<file path="config.mk">
export PLATFORM = sky130hd
export DESIGN_NAME = ppc_port_config
export DESIGN_NICKNAME = d
export VERILOG_FILES = /design/src/rtl/ppc_pkg.sv /design/src/rtl/ppc_port_config.sv
export SDC_FILE = /design/constraint.sdc
export NUM_CORES = 1
export LEC_CHECK = 0
export BUFFER_PORTS_ARGS = -buffer_cell sky130_fd_sc_hd__buf_2
export CELL_PAD_IN_SITES_DETAIL_PLACEMENT = 0
export CELL_PAD_IN_SITES_GLOBAL_PLACEMENT = 1
export CORE_ASPECT_RATIO = 0.8
export CORE_MARGIN = 1.5
export CORE_UTILIZATION = 39
export DETAILED_ROUTE_END_ITERATION = 16
export PLACE_DENSITY = 0.91
export SYNTH_ARGS = -nofsm -noshare
export SYNTH_HDL_FRONTEND = slang
export SYNTH_SLANG_ARGS = --single-unit
</file>
<file path="constraint.sdc">
create_clock -name aclk -period 2.3 [get_ports aclk]
set_clock_uncertainty 0.1 [all_clocks]
set_input_delay 0.23 -clock aclk [delete_from_list [all_inputs] [get_ports aclk]]
set_output_delay 0.23 -clock aclk [all_outputs]
set_load 0.05 [all_outputs]
</file>
<file path="src/rtl/ppc_pkg.sv">
// Constants and types for the port pin configuration block.
// Assumes a 32-bit AXI4-Lite register bus on aclk.
package ppc_pkg;
  localparam int unsigned PIN_COUNT = 8;
  localparam int unsigned FUNC_COUNT = 3;
  localparam int unsigned ADDR_W = 8;
  localparam logic [ADDR_W-1:0] OFS_DATA = 8'h00;
  localparam logic [ADDR_W-1:0] OFS_OUT_EN = 8'h04;
  localparam logic [ADDR_W-1:0] OFS_FUNC_BASE = 8'h08;
  localparam logic [ADDR_W-1:0] OFS_OPEN_DRAIN = 8'h28;
  localparam logic [ADDR_W-1:0] OFS_PULL_UP = 8'h2C;
  localparam logic [ADDR_W-1:0] OFS_PULL_DOWN = 8'h30;
  localparam logic [ADDR_W-1:0] OFS_INPUT_EN = 8'h38;
  localparam logic [ADDR_W-1:0] WORD_STEP = 8'h04;
  localparam logic [7:0] RST_ZERO = 8'h00;
  localparam logic [7:0] RST_OUT_EN = 8'h00;
  localparam logic [7:0] RST_INPUT_EN = 8'h03;
  localparam logic [1:0] RESP_OKAY = 2'h0;
  localparam logic [1:0] RESP_SLVERR = 2'h2;

  typedef struct packed {
    logic [7:0] data;
    logic [7:0] out_en;
    logic [FUNC_COUNT-1:0][7:0] func_sel;
    logic [7:0] open_drain;
    logic [7:0] pull_up;
    logic [7:0] pull_down;
    logic [7:0] input_en;
    logic [7:0] pin_meta;
    logic [7:0] pin_sync;
    logic [7:0] pad_out;
    logic [7:0] pad_oe;
    logic [7:0] pad_pu;
    logic [7:0] pad_pd;
    logic [7:0] pad_ie;
    logic [7:0] alt_in;
    logic awready;
    logic wready;
    logic aw_held;
    logic w_held;
    logic [ADDR_W-1:0] aw_addr;
    logic [31:0] w_data;
    logic [3:0] w_strb;
    logic bvalid;
    logic [1:0] bresp;
    logic arready;
    logic rvalid;
    logic [31:0] rdata;
    logic [1:0] rresp;
  } ppc_state_t;
endpackage

</file>
<file path="src/rtl/ppc_port_config.sv">
// Pin configuration of an 8-bit port: function select, drive mode, pulls, input gate.
// Assumes an AXI4-Lite master on aclk; pad inputs are asynchronous to aclk.
`timescale 1ns/1ps
`default_nettype none
module ppc_port_config
  import ppc_pkg::*;
(
  input wire logic aclk,
  input wire logic aresetn,
  input wire logic clk_en,
  input wire logic [ADDR_W-1:0] s_axi_awaddr,
  input wire logic s_axi_awvalid,
  output logic s_axi_awready,
  input wire logic [31:0] s_axi_wdata,
  input wire logic [3:0] s_axi_wstrb,
  input wire logic s_axi_wvalid,
  output logic s_axi_wready,
  output logic [1:0] s_axi_bresp,
  output logic s_axi_bvalid,
  input wire logic s_axi_bready,
  input wire logic [ADDR_W-1:0] s_axi_araddr,
  input wire logic s_axi_arvalid,
  output logic s_axi_arready,
  output logic [31:0] s_axi_rdata,
  output logic [1:0] s_axi_rresp,
  output logic s_axi_rvalid,
  input wire logic s_axi_rready,
  input wire logic [PIN_COUNT-1:0] pad_in,
  output logic [PIN_COUNT-1:0] pad_out,
  output logic [PIN_COUNT-1:0] pad_oe,
  output logic [PIN_COUNT-1:0] pad_pull_up,
  output logic [PIN_COUNT-1:0] pad_pull_down,
  output logic [PIN_COUNT-1:0] pad_input_en,
  input wire logic [FUNC_COUNT-1:0][PIN_COUNT-1:0] alt_out,
  input wire logic [FUNC_COUNT-1:0][PIN_COUNT-1:0] alt_oe,
  output logic [PIN_COUNT-1:0] alt_in
);

  // ----------------------------------------
  // Helpers
  // ----------------------------------------
  function automatic logic [7:0] low_byte(input logic [31:0] d, input logic [3:0] s,
                                          input logic [7:0] old);
    low_byte = s[0] ? d[7:0] : old;
  endfunction

  function automatic logic func_hit(input logic [ADDR_W-1:0] a, input int unsigned f);
    func_hit = (a == OFS_FUNC_BASE + ADDR_W'(f) * WORD_STEP);
  endfunction

  // ----------------------------------------
  // Register decode, shared by both channels
  // ----------------------------------------
  typedef enum {
    RSEL_NONE,
    RSEL_DATA,
    RSEL_OUT_EN,
    RSEL_FUNC,
    RSEL_OPEN_DRAIN,
    RSEL_PULL_UP,
    RSEL_PULL_DOWN,
    RSEL_INPUT_EN
  } ppc_reg_sel_t;

  function automatic ppc_reg_sel_t decode_reg(input logic [ADDR_W-1:0] a);
    decode_reg = RSEL_NONE;
    unique case (a)
      OFS_DATA: begin
        decode_reg = RSEL_DATA;
      end
      OFS_OUT_EN: begin
        decode_reg = RSEL_OUT_EN;
      end
      OFS_OPEN_DRAIN: begin
        decode_reg = RSEL_OPEN_DRAIN;
      end
      OFS_PULL_UP: begin
        decode_reg = RSEL_PULL_UP;
      end
      OFS_PULL_DOWN: begin
        decode_reg = RSEL_PULL_DOWN;
      end
      OFS_INPUT_EN: begin
        decode_reg = RSEL_INPUT_EN;
      end
      default: begin
        decode_reg = RSEL_NONE;
      end
    endcase
    for (int unsigned f = 0; f < FUNC_COUNT; f++) begin
      if (func_hit(a, f)) begin
        decode_reg = RSEL_FUNC;
      end
    end
  endfunction

  // Function register number; only meaningful with RSEL_FUNC
  function automatic int unsigned func_slot(input logic [ADDR_W-1:0] a);
    func_slot = 0;
    for (int unsigned f = 0; f < FUNC_COUNT; f++) begin
      if (func_hit(a, f)) begin
        func_slot = f;
      end
    end
  endfunction

  ppc_state_t q, d;

  // ----------------------------------------
  // Next state
  // ----------------------------------------
  always_comb begin
    logic [7:0] sel_any;
    logic [7:0] f_out;
    logic [7:0] f_oe;
    logic [7:0] drv_data;
    logic [7:0] drv_oe;
    logic [7:0] rd;
    ppc_reg_sel_t wsel;
    ppc_reg_sel_t rsel;
    int unsigned wslot;
    int unsigned rslot;
    sel_any = '0;
    f_out = '0;
    f_oe = '0;
    drv_data = '0;
    drv_oe = '0;
    rd = '0;
    wsel = decode_reg(q.aw_addr);
    rsel = decode_reg(s_axi_araddr);
    wslot = func_slot(q.aw_addr);
    rslot = func_slot(s_axi_araddr);
    d = q;

    // Pad input synchroniser
    d.pin_meta = pad_in;
    d.pin_sync = q.pin_meta;

    // Function routing
    for (int f = 0; f < FUNC_COUNT; f++) begin
      sel_any = sel_any | q.func_sel[f];
      f_out = f_out | (q.func_sel[f] & alt_out[f]);
      f_oe = f_oe | (q.func_sel[f] & alt_oe[f]);
    end
    for (int p = 0; p < PIN_COUNT; p++) begin
      if (sel_any[p]) begin
        drv_data[p] = f_out[p];
        drv_oe[p] = f_oe[p];
      end else begin
        drv_data[p] = q.data[p];
        drv_oe[p] = q.out_en[p];
      end
      if (q.open_drain[p] && drv_data[p]) begin
        drv_oe[p] = 1'b0;
      end
    end
    d.pad_out = drv_data;
    d.pad_oe = drv_oe;
    d.pad_pu = q.pull_up;
    d.pad_pd = q.pull_down;
    d.pad_ie = q.input_en;
    d.alt_in = q.pin_sync & q.input_en & sel_any;

    // Write channel
    if (s_axi_awvalid && q.awready) begin
      d.aw_held = 1'b1;
      d.aw_addr = s_axi_awaddr;
      d.awready = 1'b0;
    end
    if (s_axi_wvalid && q.wready) begin
      d.w_held = 1'b1;
      d.w_data = s_axi_wdata;
      d.w_strb = s_axi_wstrb;
      d.wready = 1'b0;
    end
    if (q.aw_held && q.w_held && !q.bvalid) begin
      d.bresp = RESP_OKAY;
      unique case (wsel)
        RSEL_DATA: begin
          d.data = low_byte(q.w_data, q.w_strb, q.data);
        end
        RSEL_OUT_EN: begin
          d.out_en = low_byte(q.w_data, q.w_strb, q.out_en);
        end
        RSEL_FUNC: begin
          d.func_sel[wslot] = low_byte(q.w_data, q.w_strb, q.func_sel[wslot]);
        end
        RSEL_OPEN_DRAIN: begin
          d.open_drain = low_byte(q.w_data, q.w_strb, q.open_drain);
        end
        RSEL_PULL_UP: begin
          d.pull_up = low_byte(q.w_data, q.w_strb, q.pull_up);
        end
        RSEL_PULL_DOWN: begin
          d.pull_down = low_byte(q.w_data, q.w_strb, q.pull_down);
        end
        RSEL_INPUT_EN: begin
          d.input_en = low_byte(q.w_data, q.w_strb, q.input_en);
        end
        RSEL_NONE: begin
          d.bresp = RESP_SLVERR;
        end
      endcase
      d.bvalid = 1'b1;
      d.aw_held = 1'b0;
      d.w_held = 1'b0;
    end
    if (q.bvalid && s_axi_bready) begin
      d.bvalid = 1'b0;
      d.awready = 1'b1;
      d.wready = 1'b1;
    end

    // Read channel
    if (s_axi_arvalid && q.arready) begin
      d.rresp = RESP_OKAY;
      unique case (rsel)
        RSEL_DATA: begin
          rd = q.pin_sync;
        end
        RSEL_OUT_EN: begin
          rd = q.out_en;
        end
        RSEL_FUNC: begin
          rd = q.func_sel[rslot];
        end
        RSEL_OPEN_DRAIN: begin
          rd = q.open_drain;
        end
        RSEL_PULL_UP: begin
          rd = q.pull_up;
        end
        RSEL_PULL_DOWN: begin
          rd = q.pull_down;
        end
        RSEL_INPUT_EN: begin
          rd = q.input_en;
        end
        RSEL_NONE: begin
          d.rresp = RESP_SLVERR;
        end
      endcase
      d.rdata = {24'h000000, rd};
      d.rvalid = 1'b1;
      d.arready = 1'b0;
    end
    if (q.rvalid && s_axi_rready) begin
      d.rvalid = 1'b0;
      d.arready = 1'b1;
    end
  end

  // ----------------------------------------
  // State register
  // ----------------------------------------
  always_ff @(posedge aclk) begin
    if (!aresetn) begin
      q <= '0;
      q.data <= RST_ZERO;
      q.out_en <= RST_OUT_EN;
      q.func_sel <= '0;
      q.open_drain <= RST_ZERO;
      q.pull_up <= RST_ZERO;
      q.pull_down <= RST_ZERO;
      q.input_en <= RST_INPUT_EN;
      q.pad_oe <= RST_OUT_EN;
      q.pad_ie <= RST_INPUT_EN;
      q.awready <= 1'b1;
      q.wready <= 1'b1;
      q.arready <= 1'b1;
    end else if (clk_en) begin
      q <= d;
    end
  end

  assign s_axi_awready = q.awready;
  assign s_axi_wready = q.wready;
  assign s_axi_bvalid = q.bvalid;
  assign s_axi_bresp = q.bresp;
  assign s_axi_arready = q.arready;
  assign s_axi_rvalid = q.rvalid;
  assign s_axi_rdata = q.rdata;
  assign s_axi_rresp = q.rresp;
  assign pad_out = q.pad_out;
  assign pad_oe = q.pad_oe;
  assign pad_pull_up = q.pad_pu;
  assign pad_pull_down = q.pad_pd;
  assign pad_input_en = q.pad_ie;
  assign alt_in = q.alt_in;

endmodule
`default_nettype wire

</file>
==> out/qor.yml, run 1 <==
final_max_slew_viol_count: 0
drive_gt1_frac: 0.2119
wirelength_mm: 23.87
antenna_found_initial: 0
avgSynthCellArea_sq_um: 8.769
cp_max_fo: 16
critical-path-max-stage-delay_ns: 0.46
final_cell_mix: "dfxtp_1, buf_2, nor2_1"
synth_top_family_by_area: "simple AND/OR/NAND/NOR gates"
synth.distinct_cells: 51
wl_per_cell_microns: 18.32
place_congestion: 0.9065
critPathKind: "reg -> reg"
p_per_area_nw_per_um2: 700.1
max_freq_mhz: 468.9
synthCells: 917
nets: 1141
finalSetupViolCount: 0
cts.sinks: 170
cp_top_family: "simple AND/OR/NAND/NOR gates"
clkLatencyLatePin_ns: 0.45
peakVddDrop_v: 0.0003967
grt_util_all_layers: 0.2198
vias: 7053
met3_length_mm: 2.214
rows: 46
grt_pass1_vias: 6286
holdPathEnd: "s_axi_rvalid"
dr.pass1.iters: 5
switchingPower_uw: 1749
seqPwrFrac: 0.454
slew_headroom: 0.5853
ys_ff_latch: 170
tightest_slew_ns: 0.6201
seq_area_frac_synth: 0.4232
start_util: 0.4015
rsz0062_at_grt: "false"
synth.mux.area_fraction: 0.1212
ant_nets: 0
hold_start: "clk_en"
maxCapViolCount: 0
clk_pin_slew_ns: 0.08
hold_viol: 0
drtIter0Drc: 664
ff2ff_path_depth: 5
dieArea_sq_um: 21490
layout_commonest_cell: "dfxtp_1"
routed-wl-met2_mm: 10.26
critPathCaptureType: "register"
synth-simple-area-share: 0.1870
timing.rr.end: "q[195]"
pwr-share-comb: 0.085
cp-start-kind: "register"
cts_buffers: 17
port_buffers: 151
synth_compound_area_frac: 0.1545
dpl.hpwl_mm: 17.05
routed_via_density: 5.413
synth_fa_ha_area_frac: 0
synth_area_leaders: "dfxtp_1, mux2i_1, buf_4"
layout_min_cycle_time_ns: 2.133
htreeDepth: 4
arrival_ns: 2.33
finalSetupTns_ns: 0
post-place-cells: 1236
synth_top_cell_area_share: 0.4232
highest_layer: "met4"
overflow: 0
r2r_setup_slack_ns: 0.17
synth.largest_area_cell: "dfxtp_1"
cp_slowest_cell: "nand3b_1"
cts_tree: "done"
min_path_cells: 4
syn_area_sq_um: 8041
clockPowerShare: 0.461
hp-class: "in -> reg"
area_growth_pct: 18.83
grt_pass1_wl_mm: 35.80
crit_buf_inv: 0
multi_input_area_sq_um: 3819
die_h_microns: 131.4
worstPathCellList: "nor4_4, and2_1, nand3b_1, nand3_1, o21ai_0"
synth-xor-area-share: 0
wl_met1_mm: 11.06
internal_power_uw: 4940
r2r-start: "q[75]"
cts_root_buffer: "clkbuf_16"
yosysWarnings: 0
fill_cells: 1961
crit_required_ns: 2.50
cts-resized-gates: 0
post-route-period-util: 0.9272
drc_errors: 0
grt_max_degree: 70
outcome: "finished, final reports clean"
cts_buffer_depth: 2
switching_share: 0.2615
final-instance-count-excl-fill: 1303
power_leakage_uw: 0.003967
seq_area_sq_um: 3403
die_w_microns: 163.5
ioPinCount: 205
coreArea_sq_um: 20030
## tightest hold or removal path, stage by stage
cell	delay [ns]
buf_4	0.15
nand2_1	0.06
a21oi_1	0.06
nor2_1	0.07
## through the flow
step | util | power (uW) | setup WS, ns | hold WS (ns) | area (sq um)
final | 0.4771 | 6690 | 0.1674 | 0.07054 | 9555
after global routing | 0.4769 | 6904 | 0.01197 | 0.07695 | 9553
after CTS | 0.4762 | 6708 | 0.1958 | 0.05754 | 9538
after detailed placement | 0.4289 | 3618 | 0.2217 | 0.3492 | 8591
after global placement | 0.4289 | 3613 | 0.2651 | 0.3414 | 8591
after floorplan | - | 3481 | 0.2786 | 0.2660 | 8135
## synth_stat cells, drive strengths merged
| master | instances |
|---|---|
| nor2 | 98 |
| nor2b | 10 |
| mux2 | 3 |
| inv | 10 |
| nand2b | 20 |
| a31oi | 3 |
| o21ai | 49 |
| or4 | 1 |
| a222oi | 16 |
| and3 | 2 |
| a32o | 5 |
| conb | 1 |
| nand3 | 60 |
| nor4 | 3 |
| and2 | 4 |
| a211oi | 3 |
| nand4b | 4 |
| a21boi | 3 |
| a2bb2oi | 3 |
| clkinv | 1 |
| and3b | 1 |
| mux2i | 94 |
| a21o | 3 |
| nor4b | 1 |
| or4b | 1 |
| o31ai | 5 |
| a21oi | 35 |
| buf | 102 |
| nor3b | 1 |
| o211ai | 7 |
| a22o | 24 |
| a32oi | 1 |
| or3 | 6 |
| o21a | 1 |
| dfxtp | 170 |
| nor3 | 11 |
| nand2 | 77 |
| a22oi | 12 |
| nand3b | 5 |
| clkbuf | 44 |
| a221o | 8 |
| nand4 | 7 |
| o22ai | 2 |
## timing repair
item | in CTS | in global routing
hold endpoints to repair | 31 | 0
hold buffers | 32 | 0
endpoints found under the setup margin | 0 | 13
setup buffers | 0 | 2
## how the worst max path moves through the flow
stage	from	end	slack [ns]	cells after the start
detailed placement	q[79]	q[206]	0.22	5
global placement	q[75]	q[203]	0.27	5
finish	q[75]	q[195]	0.17	5
floorplan	s_axi_bvalid	q[207]	0.28	6
CTS	q[79]	q[206]	0.20	5
global route	q[75]	q[195]	0.01	5
## routing by layer
metal,up-vias,track usage
li1,3372,-
met1,3354,0.3130
met2,301,0.3194
met3,26,0.06755
met4,0,0.05606
met5,-,0
## flip-flops by register name, indices dropped and copies added (netlist names), 8 cells and up
signal         count
pad_oe             8
s_axi_rdata        8
q                 75
d                 32
pad_pull_up        8
pad_out            8
pad_pull_down      8
pad_input_en       8
alt_in             8
## power by group through the flow
stage | sequential, uW | clock [uW] | combinational, uW
3_3_place_gp | 3100 | 0 | 514
2_1_floorplan | 3090 | 0 | 395
5_1_grt | 3040 | 3250 | 611
6_report | 3030 | 3080 | 571
4_1_cts | 3030 | 3110 | 564
3_5_place_dp | 3100 | 0 | 519
## logic make-up after synthesis
family	after synthesis
simple gates	312
compound gates	180
flops	170
buf+inv	157
mux	97
other cells	1
## cell type report
cell class | instances | area share
multi-input cells | 615 | 0.3996
clock buffers | 17 | 0.04452
inverters | 11 | 0.004452
flip-flops and latches | 170 | 0.3562
well taps | 264 | 0.03457
diodes | 1 | 0.0002619
repair buffers | 210 | 0.1393
clock inverters | 15 | 0.02108
No activity file was read; power rests on OpenSTA's default activity.
==> run 2: changes to the inputs <==
--- a/config.mk
+++ b/config.mk
@@ -8,8 +8,7 @@
 export BUFFER_PORTS_ARGS = -buffer_cell sky130_fd_sc_hd__buf_2
 export CELL_PAD_IN_SITES_DETAIL_PLACEMENT = 0
 export CELL_PAD_IN_SITES_GLOBAL_PLACEMENT = 1
-export CORE_ASPECT_RATIO = 0.8
-export CORE_MARGIN = 1.5
+export CORE_ASPECT_RATIO = 1.5
 export CORE_UTILIZATION = 39
 export DETAILED_ROUTE_END_ITERATION = 16
 export PLACE_DENSITY = 0.91
==> run 2 against run 1 <==
Net effect: the run now ends with design-rule violations, negative hold slack left; cell area is 0.64% lower; first-iteration DRC count is 21% lower; combinational power is 2% higher; worst setup slack better by 0.057 ns; worst hold slack worse by 0.073 ns; routed wire length is 1.7% lower; final cell count is 0.46% higher; via count is 1.7% lower; sequential share of layout area is 0.23 points higher; sequential power hardly changed; sequential cell count stayed put; critical path type unchanged; largest cell class unchanged.
==> out/qor.yml, run 2 (synthesis gave the netlist of run 1 again) <==
hold_slack_ns: -0.002701
fill_cells: 1991
wl_met1_mm: 9.277
routed-wl-met2_mm: 11.86
finalSetupTns_ns: 0
drive_gt1_frac: 0.2174
maxCapViolCount: 0
hold_viol: 1
cts_buffer_depth: 2
arrival_ns: 2.27
nets: 1147
coreArea_sq_um: 20340
start_util: 0.3954
cp_slowest_cell: "nand3b_1"
overflow: 0
wirelength_mm: 23.46
seq_area_sq_um: 3403
grt_util_all_layers: 0.2227
power_leakage_uw: 0.003948
final_core_util: 0.4668
post-route-period-util: 0.9026
critical-path-max-stage-delay_ns: 0.46
grt_pass1_vias: 6561
cp_top_family: "simple AND/OR/NAND/NOR gates"
place_congestion: 0.8844
cts-resized-gates: 0
grt_pass1_wl_mm: 35.84
violations: "design-rule violations, negative hold slack"
antenna_found_initial: 1
layout_min_cycle_time_ns: 2.076
tightest_slew_ns: 0.8152
final_max_slew_viol_count: 0
rsz0062_at_grt: "false"
dieArea_sq_um: 21210
p_per_area_nw_per_um2: 665.1
wl_per_cell_microns: 17.92
die_h_microns: 177.9
finalSetupViolCount: 0
drtIter0Drc: 526
area_growth_pct: 18.06
cts_buffers: 17
die_w_microns: 119.2
vias: 6930
cp-start-kind: "register"
ioPinCount: 205
critPathKind: "reg -> reg"
layout_commonest_cell: "dfxtp_1"
cts_root_buffer: "clkbuf_16"
multi_input_area_sq_um: 3819
hp-class: "in -> reg"
min_path_cells: 3
largest_reg_flops: 75
top_register: "q"
routed_via_density: 5.294
ff2ff_path_depth: 5
critPathCaptureType: "register"
ant_nets: 0
crit_buf_inv: 0
highest_layer: "met4"
dr.pass1.iters: 11
crit_required_ns: 2.50
met3_length_mm: 1.075
slew_headroom: 0.4566
cp.depth: 5
outcome: "finished with violations"
peakVddDrop_v: 0.0004049
dpl.hpwl_mm: 17.09
port_buffers: 151
cts_tree: "done"
htreeDepth: 4
clkLatencyLatePin_ns: 0.44
final_cell_mix: "dfxtp_1, buf_2, nor2_1"
grt_max_degree: 69
max_freq_mhz: 481.7
clk_pin_slew_ns: 0.07
cp_max_fo: 16
rows: 64
cts.sinks: 170
drc_errors: 2
worstPathCellList: "nor4_4, and2_1, nand3b_1, nand3_1, o21ai_0"
[run 2: changes by cell type in the layout (fill, tap and decap cells not counted), sizes merged]
| cell | delta |
|---|---|
| clkbuf | +2 |
| buf | +8 |
| inv | -3 |
| clkinv | +1 |
| dlygate4sd3 | -2 |
| clkinvlp | +3 |
| bufinv | -3 |
[run 2: layer usage]
layer / vias up / GRT usage
li1: 3379 / -
met1: 3240 / 0.2512
met2: 244 / 0.3924
met3: 67 / 0.03695
met4: 0 / 0.1319
met5: - / 0
[run 2: area by class of cell]
| cell class | count | share of cell area |
|---|---|---|
| multi-input cells | 615 | 0.4022 |
| flip-flops and latches | 170 | 0.3585 |
| repair buffers | 216 | 0.1418 |
| clock buffers | 19 | 0.04665 |
| well taps | 264 | 0.03479 |
| clock inverters | 13 | 0.01133 |
| inverters | 11 | 0.004481 |
| diodes | 1 | 0.0002636 |
[run 2: final timing paths]
kind | from | end | slack, ns
setup / recovery | q[75] | q[205] | 0.22
hold / removal | s_axi_wdata[0] | q[43] | -0.003
setup reg to reg | q[75] | q[205] | 0.22
hold reg to reg | q[221] | q[221] | 0.36
[run 2: tightest hold or removal path: stages]
cell     delay [ns]
buf_2          0.10
nand2_1        0.08
a21oi_1        0.07
[run 2: power by group]
part           switching (uW)  total, uW  internal [uW]
registers                40.3       3020           2980
logic                     381        582            201
clock network            1280       2710           1430
total                    1700       6310           4620
[run 2: stage by stage]
step / setup slack [ns] / hold slack (ns) / total power (uW) / std cells / area [sq um]
6_report: 0.2240 / -0.002701 / 6314 / 1309 / 9494
5_1_grt: 0.02248 / 0.007334 / 6494 / 1309 / 9494
4_1_cts: 0.2178 / 0.002279 / 6334 / 1308 / 9492
3_5_place_dp: 0.2273 / 0.3457 / 3626 / 1246 / 8641
3_3_place_gp: 0.2773 / 0.3419 / 3620 / 1246 / 8641
2_1_floorplan: 0.2786 / 0.2660 / 3481 / 942 / 8135
[run 2: what timing repair did]
item / 4_1_cts / 5_1_grt
hold buffers: 30 / 0
endpoints found under the setup margin: 0 / 0
endpoints found under the hold margin: 30 / 0
buffers inserted: 0 / 0
